<file path="src/verilog/rsi_regs.svh">
`ifndef RSI_REGS_SVH
`define RSI_REGS_SVH

////////////////////////////////////////////////////////////////////////////////
// Register byte offsets on the Wishbone slave
`define RSI_ADR_STATUS     8'h00
`define RSI_ADR_GUARD      8'h04
`define RSI_ADR_VSEL       8'h08
`define RSI_ADR_CAUSE      8'h0c
`define RSI_ADR_IRQ_STAT   8'h10
`define RSI_ADR_IRQ_CLR    8'h14
`define RSI_ADR_IRQ_EN     8'h18

////////////////////////////////////////////////////////////////////////////////
// Field positions
`define RSI_STAT_EXPIRY    0
`define RSI_STAT_PWRDN     1
`define RSI_STAT_KIND_LSB  4
`define RSI_CAUSE_DOGCTL   0
`define RSI_CAUSE_VSEL     1
`define RSI_CAUSE_DROOP    2
`define RSI_CAUSE_GUARD    3

////////////////////////////////////////////////////////////////////////////////
// Reset values and legal codes
`define RSI_GUARD_POR      8'h55
`define RSI_GUARD_PIN      8'haa
`define RSI_VSEL_POR       8'h66
`define RSI_VSEL_V2        8'h55
`define RSI_VSEL_V3        8'h33
`define RSI_VSEL_V4        8'h99
`define RSI_VSEL_V5        8'haa
`define RSI_VSEL_OFF       8'hf0
`define RSI_IRQ_MASK       8'hfe

////////////////////////////////////////////////////////////////////////////////
// Timing: least times, rounded up to whole cycles
`define RSI_CLK_PERIOD_NS  100
`define RSI_T_SRESET_NS    50000
`define RSI_T_DROOP_NS     120000
`define RSI_SRESET_CYC     ((`RSI_T_SRESET_NS + `RSI_CLK_PERIOD_NS - 1) / `RSI_CLK_PERIOD_NS)
`define RSI_DROOP_CYC      ((`RSI_T_DROOP_NS + `RSI_CLK_PERIOD_NS - 1) / `RSI_CLK_PERIOD_NS)

`endif

</file>
<file path="src/verilog/rsi_pkg.sv">
package rsi_pkg;

	// Sequencer states, one-hot
	typedef enum logic [3:0]
	{
		ST_RUN   = 4'b0001,
		ST_HOLD  = 4'b0010,
		ST_DELAY = 4'b0100,
		ST_APPLY = 4'b1000
	} rsi_state_t;

	// Latched reset source; the code is also the interrupt bit index
	typedef enum logic [2:0]
	{
		RK_POWER_ON   = 3'h0,
		RK_PIN        = 3'h1,
		RK_DROOP      = 3'h2,
		RK_DOG_RUN    = 3'h3,
		RK_DOG_IDLE   = 3'h4,
		RK_GUARD_SOFT = 3'h5,
		RK_VSEL_SOFT  = 3'h6,
		RK_DOGCTL_SOFT = 3'h7
	} rsi_kind_t;

endpackage

</file>
<file path="src/verilog/rsi_delay_timer.sv">
`timescale 1ns/1ps
`default_nettype none

// Counts consecutive cycles of run; done pulses on the last one
module rsi_delay_timer
#(
	parameter int unsigned  COUNT = 16
)
(
	input  wire logic   sys_clk,
	input  wire logic   rstn,
	input  wire logic   run,
	output wire logic   done
);

	logic [15:0] cnt_reg;
	logic [15:0] cnt_next;

	// Dropping run restarts the count, so only an unbroken span qualifies
	assign done     = run && (cnt_reg == 16'(COUNT - 1));
	assign cnt_next = (run && !done) ? cnt_reg + 16'h0001 : 16'h0000;

	always_ff @(posedge sys_clk or negedge rstn)
	begin
		if (!rstn)
			cnt_reg <= 16'h0000;
		else
			cnt_reg <= cnt_next;
	end

endmodule
`default_nettype wire

</file>
<file path="src/verilog/rsi_sync.sv">
`timescale 1ns/1ps
`default_nettype none

// Two-flop synchroniser for pins from outside the clock domain
module rsi_sync
#(
	parameter int unsigned  WIDTH   = 2,
	parameter logic [1:0]   RST_VAL = 2'h0
)
(
	input  wire logic               sys_clk,
	input  wire logic               rstn,
	input  wire logic [WIDTH-1:0]   asyncIn,
	output var  logic [WIDTH-1:0]   syncOut
);

	logic [WIDTH-1:0] meta_reg;

	// First stage feeds only the second stage
	always_ff @(posedge sys_clk or negedge rstn)
	begin
		if (!rstn)
		begin
			meta_reg <= RST_VAL[WIDTH-1:0];
			syncOut  <= RST_VAL[WIDTH-1:0];
		end
		else
		begin
			meta_reg <= asyncIn;
			syncOut  <= meta_reg;
		end
	end

endmodule
`default_nettype wire

</file>
<file path="src/verilog/rsi_top.sv">
`timescale 1ns/1ps
`default_nettype none
`include "rsi_regs.svh"

module rsi_top
	import rsi_pkg::*;
(
	input  wire logic           sys_clk,
	input  wire logic           rstn,
	input  wire logic           wb_cyc_i,
	input  wire logic           wb_stb_i,
	input  wire logic           wb_we_i,
	input  wire logic [7:0]     wb_adr_i,
	input  wire logic [31:0]    wb_dat_i,
	input  wire logic [3:0]     wb_sel_i,
	output wire logic [31:0]    wb_dat_o,
	output wire logic           wb_ack_o,
	input  wire logic           externalClearPinN,
	input  wire logic           supplyDroop,
	input  wire logic           watchdogExpiry,
	input  wire logic           watchdogCtrlFault,
	input  wire logic           watchdogClear,
	input  wire logic           haltEntry,
	input  wire logic           lowPowerMode,
	output wire logic           irq,
	output wire logic           pcClear,
	output wire logic           spClear,
	output wire logic           spToTop,
	output wire logic           intDisable,
	output wire logic           wdtTbClear,
	output wire logic           timerOff,
	output wire logic           portsInput,
	output wire logic           coreHold,
	output wire logic           watchdogExpiryFlag,
	output wire logic           powerDownFlag,
	output wire logic [2:0]     resetKind,
	output wire logic [7:0]     voltageSelect
);

	////////////////////////////////////////////////////////////////////////////
	// Decoding functions

	// Reset guard accepts only its two function codes
	function automatic logic guard_ok(input logic [7:0] v);
		guard_ok = (v == `RSI_GUARD_POR) || (v == `RSI_GUARD_PIN);
	endfunction

	// Voltage select accepts five levels and the off code
	function automatic logic vsel_ok(input logic [7:0] v);
		vsel_ok = (v == `RSI_VSEL_POR) || (v == `RSI_VSEL_V2) || (v == `RSI_VSEL_V3)
			|| (v == `RSI_VSEL_V4) || (v == `RSI_VSEL_V5) || (v == `RSI_VSEL_OFF);
	endfunction

	// One-hot interrupt bit for a reset source
	function automatic logic [7:0] kind_bit(input rsi_kind_t k);
		kind_bit = 8'h01 << k;
	endfunction

	////////////////////////////////////////////////////////////////////////////
	// State

	rsi_state_t     stateReg;
	rsi_state_t     stateNext;
	rsi_kind_t      kindReg;
	rsi_kind_t      kindNext;
	rsi_kind_t      pendKindReg;
	rsi_kind_t      pendKindNext;
	logic           expiryFlagReg;
	logic           expiryFlagNext;
	logic           pwrDnFlagReg;
	logic           pwrDnFlagNext;
	logic [7:0]     guardReg;
	logic [7:0]     guardNext;
	logic [7:0]     vselReg;
	logic [7:0]     vselNext;
	logic [3:0]     causeReg;
	logic [3:0]     causeNext;
	logic [3:0]     causeSet;
	logic [7:0]     irqStatReg;
	logic [7:0]     irqStatNext;
	logic [7:0]     irqEnReg;
	logic [7:0]     irqEnNext;
	logic [7:0]     irqEvent;
	logic           irqReg;
	logic           ackReg;
	logic           ackNext;
	logic [31:0]    datOReg;
	logic [31:0]    rdData;
	logic           pcClearReg;
	logic           spClearReg;
	logic           spTopReg;
	logic           hardInitReg;
	logic           holdReg;
	logic           pinSync;
	logic           droopSync;
	logic           droopDone;
	logic           delayDone;

	////////////////////////////////////////////////////////////////////////////
	// Pin synchronisers and timers

	// Clear pin idles high, so it synchronises to 1 under reset
	rsi_sync
	#(
		.WIDTH      (2),
		.RST_VAL    (2'h1)
	)
	u_sync
	(
		.sys_clk    (sys_clk),
		.rstn       (rstn),
		.asyncIn    ({supplyDroop, externalClearPinN}),
		.syncOut    ({droopSync, pinSync})
	);

	wire pinFuncClear = (guardReg == `RSI_GUARD_PIN);
	wire pinAsserted  = pinFuncClear && !pinSync;
	// Droop detection is off in idle or sleep and when deselected
	wire droopEnabled = !lowPowerMode && (vselReg != `RSI_VSEL_OFF) && vsel_ok(vselReg);

	// Droop must persist for the full qualifying time
	rsi_delay_timer
	#(
		.COUNT      (`RSI_DROOP_CYC)
	)
	u_droop_filter
	(
		.sys_clk    (sys_clk),
		.rstn       (rstn),
		.run        (droopSync && droopEnabled && (stateReg == ST_RUN)),
		.done       (droopDone)
	);

	// Corrupted control codes reset only after the software reset delay
	rsi_delay_timer
	#(
		.COUNT      (`RSI_SRESET_CYC)
	)
	u_soft_delay
	(
		.sys_clk    (sys_clk),
		.rstn       (rstn),
		.run        (stateReg == ST_DELAY),
		.done       (delayDone)
	);

	////////////////////////////////////////////////////////////////////////////
	// Source detection and sequencer

	wire guardBad  = !guard_ok(guardReg);
	wire vselBad   = !vsel_ok(vselReg);
	wire softFault = guardBad || vselBad || watchdogCtrlFault;
	wire rsi_kind_t softKind = guardBad ? RK_GUARD_SOFT :
		(vselBad ? RK_VSEL_SOFT : RK_DOGCTL_SOFT);
	wire rsi_kind_t dogKind  = lowPowerMode ? RK_DOG_IDLE : RK_DOG_RUN;

	// Watchdog first in run state; while a pin hold or soft delay is pending it is ignored
	always_comb
	begin
		stateNext    = stateReg;
		kindNext     = kindReg;
		pendKindNext = pendKindReg;
		case (stateReg)
			ST_RUN:
			begin
				if (watchdogExpiry)
				begin
					stateNext = ST_APPLY;
					kindNext  = dogKind;
				end
				else if (pinAsserted)
					stateNext = ST_HOLD;
				else if (droopDone)
				begin
					stateNext = ST_APPLY;
					kindNext  = RK_DROOP;
				end
				else if (softFault)
				begin
					stateNext    = ST_DELAY;
					pendKindNext = softKind;
				end
			end
			ST_HOLD:
			begin
				// Core stays held until the pin returns high
				if (!pinAsserted)
				begin
					stateNext = ST_APPLY;
					kindNext  = RK_PIN;
				end
			end
			ST_DELAY:
			begin
				if (delayDone)
				begin
					stateNext = ST_APPLY;
					kindNext  = pendKindReg;
				end
			end
			ST_APPLY:
				stateNext = ST_RUN;
			default:
				stateNext = ST_RUN;
		endcase
	end

	wire applyNow  = (stateReg == ST_APPLY);
	wire applyWarm = applyNow && (kindReg == RK_DOG_IDLE);
	wire applyHard = applyNow && (kindReg != RK_DOG_IDLE);
	wire applyDog  = applyNow && ((kindReg == RK_DOG_RUN) || (kindReg == RK_DOG_IDLE));

	////////////////////////////////////////////////////////////////////////////
	// Wishbone decode

	wire busReq   = wb_cyc_i && wb_stb_i;
	// Writes land on the edge where the master sees ack
	wire busWrite = busReq && wb_we_i && ackReg && wb_sel_i[0];
	wire guardWr  = busWrite && (wb_adr_i == `RSI_ADR_GUARD);
	wire vselWr   = busWrite && (wb_adr_i == `RSI_ADR_VSEL);
	wire causeWr  = busWrite && (wb_adr_i == `RSI_ADR_CAUSE);
	wire irqClrWr = busWrite && (wb_adr_i == `RSI_ADR_IRQ_CLR);
	wire irqEnWr  = busWrite && (wb_adr_i == `RSI_ADR_IRQ_EN);

	assign ackNext = busReq && !ackReg;

	// Read mux; unmapped and write-only addresses read zero
	assign rdData =
		(wb_adr_i == `RSI_ADR_STATUS)   ? {24'h000000, 1'b0, kindReg, 2'b00,
			pwrDnFlagReg, expiryFlagReg} :
		(wb_adr_i == `RSI_ADR_GUARD)    ? {24'h000000, guardReg} :
		(wb_adr_i == `RSI_ADR_VSEL)     ? {24'h000000, vselReg} :
		(wb_adr_i == `RSI_ADR_CAUSE)    ? {28'h0000000, causeReg} :
		(wb_adr_i == `RSI_ADR_IRQ_STAT) ? {24'h000000, irqStatReg} :
		(wb_adr_i == `RSI_ADR_IRQ_EN)   ? {24'h000000, irqEnReg} :
		32'h00000000;

	////////////////////////////////////////////////////////////////////////////
	// Flag and register next values; reset actions outrank bus writes

	// Watchdog reset sets expiry; halt and watchdog clear drop it
	assign expiryFlagNext = applyDog ? 1'b1 :
		applyNow ? expiryFlagReg :
		(haltEntry || watchdogClear) ? 1'b0 : expiryFlagReg;
	// Idle expiry and halt entry set power-down; other resets but power-on keep it
	assign pwrDnFlagNext = applyWarm ? 1'b1 :
		applyNow ? pwrDnFlagReg :
		haltEntry ? 1'b1 : (watchdogClear ? 1'b0 : pwrDnFlagReg);

	// Guard returns to its power-up code on all but the warm reset
	assign guardNext = applyHard ? `RSI_GUARD_POR :
		(guardWr ? wb_dat_i[7:0] : guardReg);

	// A genuine droop keeps the selected level
	assign vselNext = (applyHard && (kindReg != RK_DROOP)) ? `RSI_VSEL_POR :
		(vselWr ? wb_dat_i[7:0] : vselReg);

	// Hardware sets cause bits; software may only clear them
	assign causeSet[`RSI_CAUSE_DOGCTL] = applyNow && (kindReg == RK_DOGCTL_SOFT);
	assign causeSet[`RSI_CAUSE_VSEL]   = applyNow && (kindReg == RK_VSEL_SOFT);
	assign causeSet[`RSI_CAUSE_DROOP]  = applyNow && (kindReg == RK_DROOP);
	assign causeSet[`RSI_CAUSE_GUARD]  = applyNow && (kindReg == RK_GUARD_SOFT);
	assign causeNext = (causeWr ? (causeReg & wb_dat_i[3:0]) : causeReg) | causeSet;

	// Sticky events; a set in the clear cycle survives
	assign irqEvent    = applyNow ? (kind_bit(kindReg) & `RSI_IRQ_MASK) : 8'h00;
	assign irqStatNext = (irqStatReg & ~(irqClrWr ? wb_dat_i[7:0] : 8'h00)) | irqEvent;
	assign irqEnNext   = irqEnWr ? (wb_dat_i[7:0] & `RSI_IRQ_MASK) : irqEnReg;

	////////////////////////////////////////////////////////////////////////////
	// Sequencer and source registers; power-on is the async reset itself

	always_ff @(posedge sys_clk or negedge rstn)
	begin
		if (!rstn)
		begin
			stateReg    <= ST_RUN;
			kindReg     <= RK_POWER_ON;
			pendKindReg <= RK_POWER_ON;
		end
		else
		begin
			stateReg    <= stateNext;
			kindReg     <= kindNext;
			pendKindReg <= pendKindNext;
		end
	end

	// Status flags
	always_ff @(posedge sys_clk or negedge rstn)
	begin
		if (!rstn)
		begin
			expiryFlagReg <= 1'b0;
			pwrDnFlagReg  <= 1'b0;
		end
		else
		begin
			expiryFlagReg <= expiryFlagNext;
			pwrDnFlagReg  <= pwrDnFlagNext;
		end
	end

	// Software-visible control registers
	always_ff @(posedge sys_clk or negedge rstn)
	begin
		if (!rstn)
		begin
			guardReg <= `RSI_GUARD_POR;
			vselReg  <= `RSI_VSEL_POR;
			causeReg <= 4'h0;
		end
		else
		begin
			guardReg <= guardNext;
			vselReg  <= vselNext;
			causeReg <= causeNext;
		end
	end

	// Interrupt registers and level output
	always_ff @(posedge sys_clk or negedge rstn)
	begin
		if (!rstn)
		begin
			irqStatReg <= 8'h00;
			irqEnReg   <= 8'h00;
			irqReg     <= 1'b0;
		end
		else
		begin
			irqStatReg <= irqStatNext;
			irqEnReg   <= irqEnNext;
			irqReg     <= |(irqStatNext & irqEnNext);
		end
	end

	// Bus answer: one wait state, ack for one cycle
	always_ff @(posedge sys_clk or negedge rstn)
	begin
		if (!rstn)
		begin
			ackReg  <= 1'b0;
			datOReg <= 32'h00000000;
		end
		else
		begin
			ackReg  <= ackNext;
			datOReg <= ackNext ? rdData : datOReg;
		end
	end

	////////////////////////////////////////////////////////////////////////////
	// Core init strobes: all but spClear high through power-on reset, one cycle otherwise; coreHold spans hold and apply

	always_ff @(posedge sys_clk or negedge rstn)
	begin
		if (!rstn)
		begin
			pcClearReg  <= 1'b1;
			spClearReg  <= 1'b0;
			spTopReg    <= 1'b1;
			hardInitReg <= 1'b1;
			holdReg     <= 1'b1;
		end
		else
		begin
			pcClearReg  <= applyNow;
			spClearReg  <= applyWarm;
			spTopReg    <= applyHard;
			// Warm reset must not touch peripherals
			hardInitReg <= applyHard;
			holdReg     <= (stateNext == ST_HOLD) || (stateNext == ST_APPLY);
		end
	end

	////////////////////////////////////////////////////////////////////////////
	// Outputs, each straight from a flop

	assign wb_ack_o           = ackReg;
	assign wb_dat_o           = datOReg;
	assign irq                = irqReg;
	assign pcClear            = pcClearReg;
	assign spClear            = spClearReg;
	assign spToTop            = spTopReg;
	// One strobe drives all peripheral defaults together
	assign intDisable         = hardInitReg;
	assign wdtTbClear         = hardInitReg;
	assign timerOff           = hardInitReg;
	assign portsInput         = hardInitReg;
	assign coreHold           = holdReg;
	assign watchdogExpiryFlag = expiryFlagReg;
	assign powerDownFlag      = pwrDnFlagReg;
	assign resetKind          = kindReg;
	assign voltageSelect      = vselReg;

endmodule
`default_nettype wire
</file>
<file path="config.mk">
export PLATFORM = sky130hd
export DESIGN_NAME = rsi_top
export DESIGN_NICKNAME = d
export VERILOG_FILES = /design/src/verilog/rsi_pkg.sv /design/src/verilog/rsi_delay_timer.sv /design/src/verilog/rsi_sync.sv /design/src/verilog/rsi_top.sv
export VERILOG_INCLUDE_DIRS = /design/src /design/src/verilog
export SDC_FILE = /design/constraint.sdc
export NUM_CORES = 1
export LEC_CHECK = 0
export BUFFER_PORTS_ARGS = -buffer_cell sky130_fd_sc_hd__clkbuf_2
export CAP_MARGIN = 20
export CORE_ASPECT_RATIO = 1.75
export CORE_MARGIN = 2
export CORE_UTILIZATION = 55
export CTS_BUF_LIST = sky130_fd_sc_hd__clkbuf_4
export DETAILED_ROUTE_END_ITERATION = 7
export PLACE_DENSITY = 0.85
export SLEW_MARGIN = 20
export SYNTH_ARGS = -nofsm -noshare
export SYNTH_HDL_FRONTEND = slang
export SYNTH_SLANG_ARGS = --single-unit
export TNS_END_PERCENT = 5
</file>
<file path="constraint.sdc">
create_clock -name sys_clk -period 4.6 [get_ports sys_clk]
set_input_delay 0.92 -clock sys_clk [delete_from_list [all_inputs] [get_ports sys_clk]]
set_output_delay 0.92 -clock sys_clk [all_outputs]
set_load 0.005 [all_outputs]
</file>
## After elaboration in Yosys (flattened, before gate mapping)

Index checks and enable logic that the tools add are counted.
Widths: inputs -> output; s select.

- Register bits after elaboration: 122
- Latch bits: 0
- RAM bits: 0
- Memory bits (read-only): 0
- Output and inout port bits: 55
- Logic and storage cells: 165
- Memories: 0

- Add/subtract/negate cells: 2
- Multiply operators: 0
- Divide/modulo/power cells: 0
- $lt $le $gt $ge: 0
- Equality and inequality tests: 37
- Shifts and indexed selects: 1
- Muxes and demuxes: 39
- Bitwise gates (word level): 9
- Reduce and logical (&&, ||, !) cells: 56

Operator list:

| operator | number |
|---|---|
| $mux 8 | 13 |
| $add 16x1->16 const B | 2 |
| $eq 8x8->1 const B | 4 |
| $mux 16 | 2 |
| $mux 4 | 7 |
| $logic_and 1x1->1 | 27 |
| $eq 8x5->1 const B | 3 |
| $eq 8x7->1 const B | 3 |
| $mux 3 | 6 |
| $and 8x8->8 | 2 |
| $eq 16x11->1 const B | 1 |
| $eq 16x9->1 const B | 1 |
| $eq 8x4->1 const B | 2 |
| $eq 3x3->1 const B | 4 |
| $pmux 4 s3 | 1 |
| $logic_or 1x1->1 | 11 |
| $reduce_and 5->1 | 2 |
| $pmux 3 s3 | 1 |
| $eq 4x2->1 const B | 2 |
| $eq 4x4->1 const B | 2 |
| $eq 8x3->1 const B | 1 |
| $eq 8x6->1 const B | 1 |
| $logic_not 8->1 | 1 |
| $mux 1 | 8 |
| 20 further kinds | 37 |

## Depth between registers and ports, before layout

Gate-level depths: netlist of the first run.

- Depth after elaboration: 16
- Gate-level depth with buffers: 6

## Hierarchy

A second synthesis of the first run with hierarchy kept.

- Cell total of the unflattened synthesis: 513
- Area, all modules: 5196.2 um^2

Modules (own cells, without submodules):

| module | times used | cells each | area each (um^2) | seq. area each (um^2) |
|---|---|---|---|---|
| rsi_top | 1 | 351 | 3462.1 | 1566.5 |
| rsi_delay_timer at u_droop_filter | 1 | 80 | 853.3 | 400.4 |
| rsi_delay_timer at u_soft_delay | 1 | 78 | 778.2 | 400.4 |
| rsi_sync | 1 | 4 | 102.6 | 102.6 |

## Worst setup path before layout of the first run

No wires, ideal clock.

- Path kind: input-to-reg
- Start point: in wb_adr_i[1]
- End point: reg irqReg (netlist: irq)
- Library setup time: 0.135 ns
- Data arrival time: 2.740 ns
- Data required time: 4.465 ns
- Slack: 1.725 ns
- Stages on the path: 5
- Cells stage by stage: nor4b_1 nor4b_4 mux2_2 a22oi_1 nand4_1

- Elaborated cells on any way between the ends: 11
- Those cells by class: eq/ne: 2; mux: 2; bitwise: 4; reduce/logical: 3

RTL lines:

| element | line | source |
|---|---|---|
| start: declaration | rsi_top.sv:13 | `input wire logic [7:0] wb_adr_i,` |
| $eq 8x5->1 (no line) | - |  |
| $logic_and 1x1->1 | rsi_top.sv:223 | `` wire irqEnWr = busWrite && (wb_adr_i == `RSI_ADR_IRQ_EN); `` |
| $mux 8 | rsi_top.sv:268 | `` assign irqEnNext = irqEnWr ? (wb_dat_i[7:0] & `RSI_IRQ_MASK) : irqEnReg; `` |
| via irqEnNext[5] | rsi_top.sv:82 | `logic [7:0] irqEnNext;` |
| $and 8x8->8 | rsi_top.sv:334 | `irqReg <= \|(irqStatNext & irqEnNext);` |
| $reduce_or 8->1 | rsi_top.sv:334 |  |
| end signal: assignment | rsi_top.sv:334 |  |
| end: declaration | rsi_top.sv:84 | `logic irqReg;` |

The timed path passes the listed nets, and every way through them passes these cells.
A chain may end at the register's enable or synchronous reset.

## Worst setup path after layout of the first run

- Start point: in wb_adr_i[5]
- End point: reg irqReg (netlist: irq)

Same word-level chain as after synthesis.

==> flow_metrics.env, run 1 <==
export IMPL_numPortBuffers=59
export IMPL_dp_cells=662
export IMPL_timing_rr_start="voltageSelect[6]"
export IMPL_grt_overflow=0
export IMPL_netlist_instances=494
export IMPL_p_leak_nw=2.404
export IMPL_drt_iter0_drc=238
export IMPL_finalHoldViolations=0
export IMPL_ir_drop_uv=187.3
export IMPL_grt_pass1_wl_mm=19.39
export IMPL_p_seq_share_pct=56.2
export IMPL_cts_sinks=98
export IMPL_worst_slew_pin_slew_ns=0.9847
export IMPL_cp_max_fo=11
export IMPL_reg2reg_to="pendKindReg[0]"
export IMPL_routed_via_density=6.004
export IMPL_r2r_setup_slack_ns=1.99
export IMPL_switching_share_pct=31.83
export IMPL_cts_resized=0
export IMPL_io_pins=111
export IMPL_routedWlPerCell_um=17.62
export IMPL_reg2regPathDepth=5
export IMPL_critPathCapture="irq"
export IMPL_cap_violations=0
export IMPL_path_delay_family="simple AND/OR/NAND/NOR gates"
export IMPL_rows=46
export IMPL_skew_ns=0.02900
export IMPL_postRouteAntennaNets=0
export IMPL_combPwrFrac_pct=17.6
export IMPL_power_internal_mw=1.210
export IMPL_hpwl_mm=8.871
export IMPL_critPathKind="in -> reg"
export IMPL_vias=4077
export IMPL_gp_congestion=0.9626
export IMPL_grt_max_degree=70
export IMPL_coreArea_um2=8979
export IMPL_finalSetupViolations=0
export IMPL_cts_hold_buf=0
export IMPL_hp_class="reg -> reg"
export IMPL_cp_num_cells=6
export IMPL_path_buf_inv=1
export IMPL_synth_seq_area_share_pct=48.93
export IMPL_syn_area_um2=5047
export IMPL_arrival_ns=3.27
export IMPL_rsz0062_at_grt="false"
export IMPL_clock_path_buffers=2
export IMPL_grt_pass1_vias=3957
export IMPL_instances_no_fill=679
export IMPL_ys_ff_latch=98
export IMPL_final_max_slew_viol_count=0
export IMPL_crit_slowest_cell="or4b_1"
export IMPL_pwr_share_clk_pct=26.2
export IMPL_numCtsBuffers=9
export IMPL_initial_core_util_pct=56.22
export IMPL_synth_warnings=0
export IMPL_highest_layer="met4"
export IMPL_ys_async_sr_fraction_pct=100.0
export IMPL_period_needed_ns=2.916
export IMPL_status="finished, final reports clean"
export IMPL_grt_use_total_pct=25.20
export IMPL_critPathRequiredTime_ns=4.96
export IMPL_synth_ff_type="dfrtp_1"
export IMPL_cts_setup_buffers=0
export IMPL_cp_end_kind="flip-flop"
export IMPL_max_freq_mhz=342.9
export IMPL_syn_area_per_cell_um2=10.22
export IMPL_startpoint="wb_adr_i[5]"
export IMPL_cts_tree="yes"
export IMPL_power_density_nw_per_um2=322.6
export IMPL_crit_chain="clkbuf_2, or4b_1, nor4b_4, mux2_2, a22oi_1, nand4_1"
export IMPL_antenna_found_initial=1
export IMPL_insertion_delay_ns=0.48
export IMPL_syn_to_final_growth_pct=9.048
export IMPL_tns_ns=0
export IMPL_die_h_um=130.7
export IMPL_wirelength_mm=11.97
export IMPL_drtPass1Iterations=5
export IMPL_slowest_delay_ns=0.75
export IMPL_slew_limit_headroom_pct=33.43
export IMPL_met3WireLength_um=569
export IMPL_wl_met2_mm=6.089
export IMPL_cts_clk_slew_worst_paths_ns=0.16
export IMPL_final_period_utilization_pct=63.39
export IMPL_drc_errors=0
export IMPL_synth_edf_count=0
export IMPL_drt_met1_wl_mm=4.411
export IMPL_fp_dieW_um=76.42
export IMPL_ys_types=64
export IMPL_fin_ws_ns=1.684
export IMPL_startpoint_type="primary input"
export IMPL_final_nets=611
export IMPL_cts_root_buf="clkbuf_4"
export IMPL_drive_above_1_share_pct=22.22
export IMPL_post_place_ws_ns=1.221
export IMPL_die_area_um2=9989
export IMPL_power_switching_mw=0.5652
export IMPL_htreeDepth=3
==> power by group through the flow <==
stage	clock, mW	combinational [mW]	sequential, mW
floorplan	0	0.244	0.969
global placement	0	0.304	1.01
detailed placement	0	0.313	1.01
CTS	0.470	0.315	0.994
global route	0.506	0.348	1.01
finish	0.465	0.313	0.998
==> logic make-up after synthesis <==
| kind of cell | after synthesis | share of synthesized area (%) |
|---|---|---|
| XOR/XNOR | 25 | 4.338 |
| adder cells (fa/ha/maj) | 2 | 0.4957 |
| multiplexers | 16 | 3.495 |
| AND/OR/NAND/NOR | 179 | 20.53 |
| flip-flops | 98 | 48.93 |
| buffers and inverters | 63 | 6.941 |
| other | 1 | 0.07430 |
| AO/OA/AOI/OAI | 110 | 15.20 |
==> cell type report <==
class	instances	area, um2
Clock buffer	10	75.07
Fill cell	790	3475
Clock inverter	6	67.56
Tap cell	120	150.1
Sequential cell	98	2470
Multi-Input combinational cell	356	2313
Antenna cell	1	2.502
Timing Repair Buffer	64	335.3
Inverter	24	90.09
==> stage by stage <==
| step | instance area [um2] | util, % | total power [mW] | hold WS, ns |
|---|---|---|---|---|
| 2_1_floorplan | 5134 | - | 1.213 | 0.3312 |
| 3_3_place_gp | 5359 | 59.69 | 1.311 | 0.3345 |
| 3_5_place_dp | 5359 | 59.69 | 1.324 | 0.3364 |
| 4_1_cts | 5502 | 61.27 | 1.780 | 0.3665 |
| 5_1_grt | 5504 | 61.30 | 1.863 | 0.3693 |
| 6_report | 5504 | 61.30 | 1.776 | 0.3652 |
==> Yosys cell counts, types with 9 or more instances <==
cell,count,area share [%]
nand4_1,10,1.2
a21oi_1,22,2.2
nor2_1,48,3.6
mux2_2,9,2.0
dfrtp_1,84,42
nand3_1,15,1.5
xor2_1,14,2.4
o21ai_0,25,2.5
nand2_1,35,2.6
a22o_1,9,1.6
xnor2_1,11,1.9
dfstp_2,14,7.3
inv_1,24,1.8
buf_4,29,4.3
==> placed cells by master (no fill, tap or decap), drive strengths merged, types with 6 or more instances in the layout <==
master	count
nor4	7
nand2	35
nor3b	6
dfrtp	84
nor4b	9
o22a	6
clkbuf	68
conb	24
nor2b	6
nand3	15
nor4bb	6
inv	24
mux2	10
a22o	9
o21ai	26
dfstp	14
a21oi	23
xnor2	11
buf	6
nand4	10
mux2i	6
a22oi	8
a31oi	6
nor2	48
xor2	14
==> worst min-delay path by stage <==
stage | slack (ns) | from | to | cells after the start
CTS | 0.37 | u_sync.meta_reg[0] | u_sync.syncOut[0] | 0
floorplan | 0.33 | u_sync.meta_reg[1] | u_sync.syncOut[1] | 0
detailed placement | 0.34 | u_sync.meta_reg[1] | u_sync.syncOut[1] | 0
global placement | 0.33 | u_sync.meta_reg[1] | u_sync.syncOut[1] | 0
finish | 0.37 | u_sync.meta_reg[0] | u_sync.syncOut[0] | 0
global route | 0.37 | u_sync.meta_reg[0] | u_sync.syncOut[0] | 0
==> metal layers <==
layer | global-route usage [%] | vias to the layer above
met4 | 20.32 | 0
met2 | 44.61 | 172
li1 | - | 1867
met3 | 4.464 | 50
met5 | 0 | -
met1 | 26.35 | 1988
Note: power is estimated with default switching activity, not from simulation.
==> run 2, diff against run 1 <==
clock period = 2.95 ns   (was 4.6 ns; I/O delays follow)
==> run 2 against run 1 <==
  * Global-route usage increased by 0.30 points
  * Non-clock buffer count rose by 13
  * Die area stayed put
  * Power up 54%
  * Critical path type is now reg -> reg
  * Largest power group unchanged
  * Highest routed layer unchanged
==> flow_metrics.env, run 2 (synthesis results as in run 1) <==
export IMPL_status="finished, final reports clean"
export IMPL_numCtsBuffers=9
export IMPL_finalHoldViolations=0
export IMPL_arrival_ns=2.93
export IMPL_routed_via_density=5.923
export IMPL_cp_end_kind="flip-flop"
export IMPL_drive_above_1_share_pct=23.82
export IMPL_critPathKind="reg -> reg"
export IMPL_combPwrFrac_pct=22.2
export IMPL_wirelength_mm=12.28
export IMPL_die_area_um2=9989
export IMPL_startpoint="stateReg[0]"
export IMPL_max_freq_mhz=388.6
export IMPL_utilization_pct=62.19
export IMPL_post_place_ws_ns=0.2211
export IMPL_placed_area_um2=5469
export IMPL_power_switching_mw=0.8997
export IMPL_final_common_cell="dfrtp_1"
export IMPL_final_area_um2=5584
export IMPL_fillers=783
export IMPL_syn_to_final_growth_pct=10.63
export IMPL_cts_hold_buf=0
export IMPL_startpoint_type="flip-flop"
export IMPL_final_cell_mix="dfrtp_1, clkbuf_2, nor2_1"
export IMPL_cts_root_buf="clkbuf_4"
export IMPL_pwr_share_clk_pct=22.8
export IMPL_grt_pass1_wl_mm=19.73
export IMPL_highest_layer="met4"
export IMPL_power_internal_mw=1.830
export IMPL_hpwl_mm=9.246
export IMPL_drc_errors=0
export IMPL_rsz0062_at_grt="false"
export IMPL_cts_clk_slew_worst_paths_ns=0.16
export IMPL_clock_path_buffers=2
export IMPL_cts_setup_buffers=0
export IMPL_cp_max_fo=6
export IMPL_coreArea_um2=8979
export IMPL_fp_dieW_um=76.42
export IMPL_gp_congestion=0.9526
export IMPL_insertion_delay_ns=0.46
export IMPL_switching_share_pct=32.96
export IMPL_vias=4099
export IMPL_ir_drop_uv=411.8
export IMPL_grt_use_total_pct=25.50
export IMPL_grt_max_degree=99
export IMPL_grt_pass1_vias=4077
export IMPL_routedWlPerCell_um=17.74
export IMPL_finalSetupViolations=0
export IMPL_postRouteAntennaNets=0
export IMPL_power_density_nw_per_um2=488.9
export IMPL_drt_iter0_drc=285
export IMPL_cts_resized=0
export IMPL_p_seq_share_pct=55.0
export IMPL_cts_tree="yes"
export IMPL_instances_no_fill=692
export IMPL_io_pins=111
export IMPL_met3WireLength_um=632
export IMPL_cap_violations=0
export IMPL_hp_class="in -> async"
export IMPL_final_nets=624
export IMPL_rows=46
export IMPL_die_h_um=130.7
export IMPL_timing_rr_start="stateReg[0]"
export IMPL_dp_cells=675
export IMPL_fin_ws_ns=0.3767
export IMPL_worst_slew_pin_slew_ns=0.9448
export IMPL_tns_ns=0
export IMPL_final_period_utilization_pct=87.23
export IMPL_htreeDepth=3
export IMPL_cts_sinks=98
export IMPL_slew_limit_headroom_pct=36.59
export IMPL_drtPass1Iterations=5
export IMPL_seq_area_um2=2470
export IMPL_multiInputGateArea_um2=2313
export IMPL_antenna_found_initial=1
export IMPL_hold_worst_slack_ns=0.1568
export IMPL_grt_overflow=0
export IMPL_p_leak_nw=2.456
export IMPL_p_total_mw=2.730
export IMPL_final_max_slew_viol_count=0
export IMPL_critPathRequiredTime_ns=3.31
export IMPL_period_needed_ns=2.573
export IMPL_wl_met2_mm=6.488
export IMPL_initial_core_util_pct=56.22
export IMPL_skew_ns=0.02407
export IMPL_numPortBuffers=59
export IMPL_drt_met1_wl_mm=4.320
-- run 2: per-layer routing --
layer	vias to the layer above	global-route usage [%]
met5	-	0
met4	0	18.07
met3	56	4.945
met2	175	46.85
met1	1981	25.94
li1	1887	-
-- run 2: worst max-delay path, cell delays in order, from the launching register on --
cell	delay, ns
dfstp_2	0.61
or4b_1	0.47
a2111o_1	0.45
a2111oi_4	0.46
a21oi_2	0.18
mux2_4	0.32
-- run 2: power by group through the flow --
stage | sequential (mW) | clock, mW | combinational, mW
2_1_floorplan | 1.51 | 0 | 0.381
3_3_place_gp | 1.52 | 0 | 0.582
3_5_place_dp | 1.52 | 0 | 0.596
4_1_cts | 1.50 | 0.644 | 0.600
5_1_grt | 1.52 | 0.689 | 0.664
6_report | 1.50 | 0.622 | 0.606
-- run 2: final timing paths --
| check | slack, ns | end | cells after the start |
|---|---|---|---|
| max | 0.38 | resetKind[2] | 5 |
| min | 0.16 | wb_dat_o[6] | 2 |
| max reg2reg | 0.38 | resetKind[2] | 5 |
| min reg2reg | 0.37 | u_sync.syncOut[0] | 0 |
| max in group asynchronous | 2.37 | stateReg[0] | 2 |
| min in group sys_clk | 0.22 | u_sync.meta_reg[0] | 1 |
-- run 2: layout make-up --
type | instances | share of cell area, %
Sequential cell | 98 | 44.23
Multi-Input combinational cell | 356 | 41.43
Timing Repair Buffer | 77 | 7.977
Tap cell | 120 | 2.689
Inverter | 24 | 1.613
Clock buffer | 9 | 1.210
Clock inverter | 7 | 0.8066
Antenna cell | 1 | 0.04481
==> run 3, diff against run 2 <==
CORE_MARGIN = unset   (was 2)
==> run 3 against run 2 <==
  * Die area down 4.1%
  * Critical path depth unchanged
  * Cell area up 0.25%
  * Register-to-register slack about the same
  * Routed wire length up 0.86%
  * Clock-buffer cell count unchanged
  * First-iteration DRC count up 6.7%
  * Utilization up 1.5 points
  * Largest power group unchanged
  * Maximum frequency up 0.40%
  * Via count up 2.1%
  * Sequential power about the same
  * Power up 6.9%
==> flow_metrics.env, run 3 (synthesis results as in run 1) <==
export IMPL_cts_clk_slew_worst_paths_ns=0.16
export IMPL_die_area_um2=9579
export IMPL_cts_root_buf="clkbuf_4"
export IMPL_fp_dieW_um=74.42
export IMPL_p_seq_share_pct=52.1
export IMPL_grt_pass1_vias=4092
export IMPL_max_freq_mhz=390.2
export IMPL_finalHoldViolations=0
export IMPL_hp_class="in -> async"
export IMPL_numPortBuffers=59
export IMPL_die_h_um=128.7
export IMPL_critPathRequiredTime_ns=3.32
export IMPL_cts_tree="yes"
export IMPL_arrival_ns=2.93
export IMPL_cp_end_kind="flip-flop"
export IMPL_gp_congestion=0.9479
export IMPL_period_needed_ns=2.563
export IMPL_skew_ns=0.02190
export IMPL_postRouteAntennaNets=0
export IMPL_final_max_slew_viol_count=0
export IMPL_initial_core_util_pct=57.46
export IMPL_pwr_share_clk_pct=28.5
export IMPL_syn_to_final_growth_pct=10.91
export IMPL_final_nets=619
export IMPL_drive_above_1_share_pct=23.32
export IMPL_coreArea_um2=8783
export IMPL_io_pins=111
export IMPL_critPathKind="reg -> reg"
export IMPL_tns_ns=0
export IMPL_slew_limit_headroom_pct=33.48
export IMPL_r2r_setup_slack_ns=0.39
export IMPL_startpoint_type="flip-flop"
export IMPL_final_cell_mix="dfrtp_1, clkbuf_2, nor2_1"
export IMPL_cp_max_fo=7
export IMPL_switching_share_pct=31.39
export IMPL_power_switching_mw=0.9162
export IMPL_grt_overflow=0
export IMPL_cap_violations=0
export IMPL_timing_rr_start="voltageSelect[6]"
export IMPL_ir_drop_uv=281.8
export IMPL_status="finished, final reports clean"
export IMPL_combPwrFrac_pct=19.4
export IMPL_rsz0062_at_grt="false"
export IMPL_hpwl_mm=9.145
export IMPL_power_density_nw_per_um2=521.4
export IMPL_vias=4184
export IMPL_finalSetupViolations=0
export IMPL_wirelength_mm=12.38
export IMPL_routedWlPerCell_um=18.10
export IMPL_final_period_utilization_pct=86.88
export IMPL_grt_max_degree=53
export IMPL_numCtsBuffers=9
export IMPL_p_leak_nw=2.468
export IMPL_final_common_cell="dfrtp_1"
export IMPL_worst_slew_pin_slew_ns=0.9911
export IMPL_p_total_mw=2.919
export IMPL_htreeDepth=3
export IMPL_cts_resized=0
export IMPL_power_internal_mw=2.003
export IMPL_grt_use_total_pct=27.71
export IMPL_cts_hold_buf=0
export IMPL_routed_via_density=6.117
export IMPL_drc_errors=0
export IMPL_reg2reg_to="pendKindReg[0]"
export IMPL_reg2regPathDepth=5
export IMPL_cts_setup_buffers=0
export IMPL_drtPass1Iterations=5
export IMPL_clock_path_buffers=2
export IMPL_cts_sinks=98
export IMPL_insertion_delay_ns=0.49
export IMPL_drt_iter0_drc=304
export IMPL_rows=45
export IMPL_antenna_found_initial=1
export IMPL_grt_pass1_wl_mm=19.75
## run 3: changes by cell type in the layout (fill, tap and decap cells not counted)
cell        before  now
buf_4           18   13
clkinv_1         1    0
clkinvlp_4       3    0
bufinv_16        0    2
clkinv_2         2    1
clkinv_4         0    1
inv_6            1    3
## run 3: layout make-up
type                            instances  area (um2)
Clock inverter                          7       100.1
Multi-Input combinational cell        356        2313
Fill cell                             747        3186
Tap cell                              117       146.4
Sequential cell                        98        2470
Inverter                               24       90.09
Clock buffer                            9       67.56
Antenna cell                            1       2.502
Timing Repair Buffer                   72       407.9
## run 3: how the worst max path moves through the flow
stage                                    startpoint                    endpoint  slack, ns  depth (start not counted)
after global routing      u_droop_filter.cnt_reg[0]  u_droop_filter.cnt_reg[12]       0.22                          5
final                              voltageSelect[6]              pendKindReg[0]       0.39                          5
after CTS                          voltageSelect[6]              pendKindReg[0]       0.38                          5
after global placement                  wb_adr_i[5]                         irq       0.29                          7
after detailed placement                wb_adr_i[5]                         irq       0.25                          7
after floorplan                         wb_adr_i[1]                         irq       0.40                          5
## run 3: power groups by stage
| stage | Clock (mW) | Combinational, mW | Sequential, mW |
|---|---|---|---|
| after global routing | 0.893 | 0.625 | 1.54 |
| after global placement | 0 | 0.545 | 1.54 |
| after detailed placement | 0 | 0.559 | 1.54 |
| after floorplan | 0 | 0.381 | 1.51 |
| after CTS | 0.841 | 0.561 | 1.52 |
| final | 0.831 | 0.567 | 1.52 |
## run 3: critical path, cell delays in order, from the launching register on
cell and delay (ns):
dfstp_2 0.63, and4bb_2 0.25, o21ai_0 0.48, a221oi_1 0.24, nor4_2 0.46, mux2_2 0.40
## run 3: metal layers
metal	part of all wire, %	global-route usage (%)	vias to the layer above
li1	-	-	1881
met1	36	28.51	2035
met2	51	46.21	202
met3	5.2	5.951	66
met4	8.1	23.64	0
met5	0	0	-
## run 3: through the flow
step / utilization [%] / std cells / hold slack, ns / instance area [um2] / setup slack [ns]
after global routing: 63.73 / 684 / 0.1181 / 5598 / 0.2191
final: 63.73 / 684 / 0.07949 / 5598 / 0.3870
after floorplan: - / 517 / 0.2944 / 5134 / 0.4047
after global placement: 61.79 / 667 / 0.3391 / 5428 / 0.2887
after CTS: 63.70 / 683 / 0.1048 / 5595 / 0.3774
after detailed placement: 61.79 / 667 / 0.3410 / 5428 / 0.2508
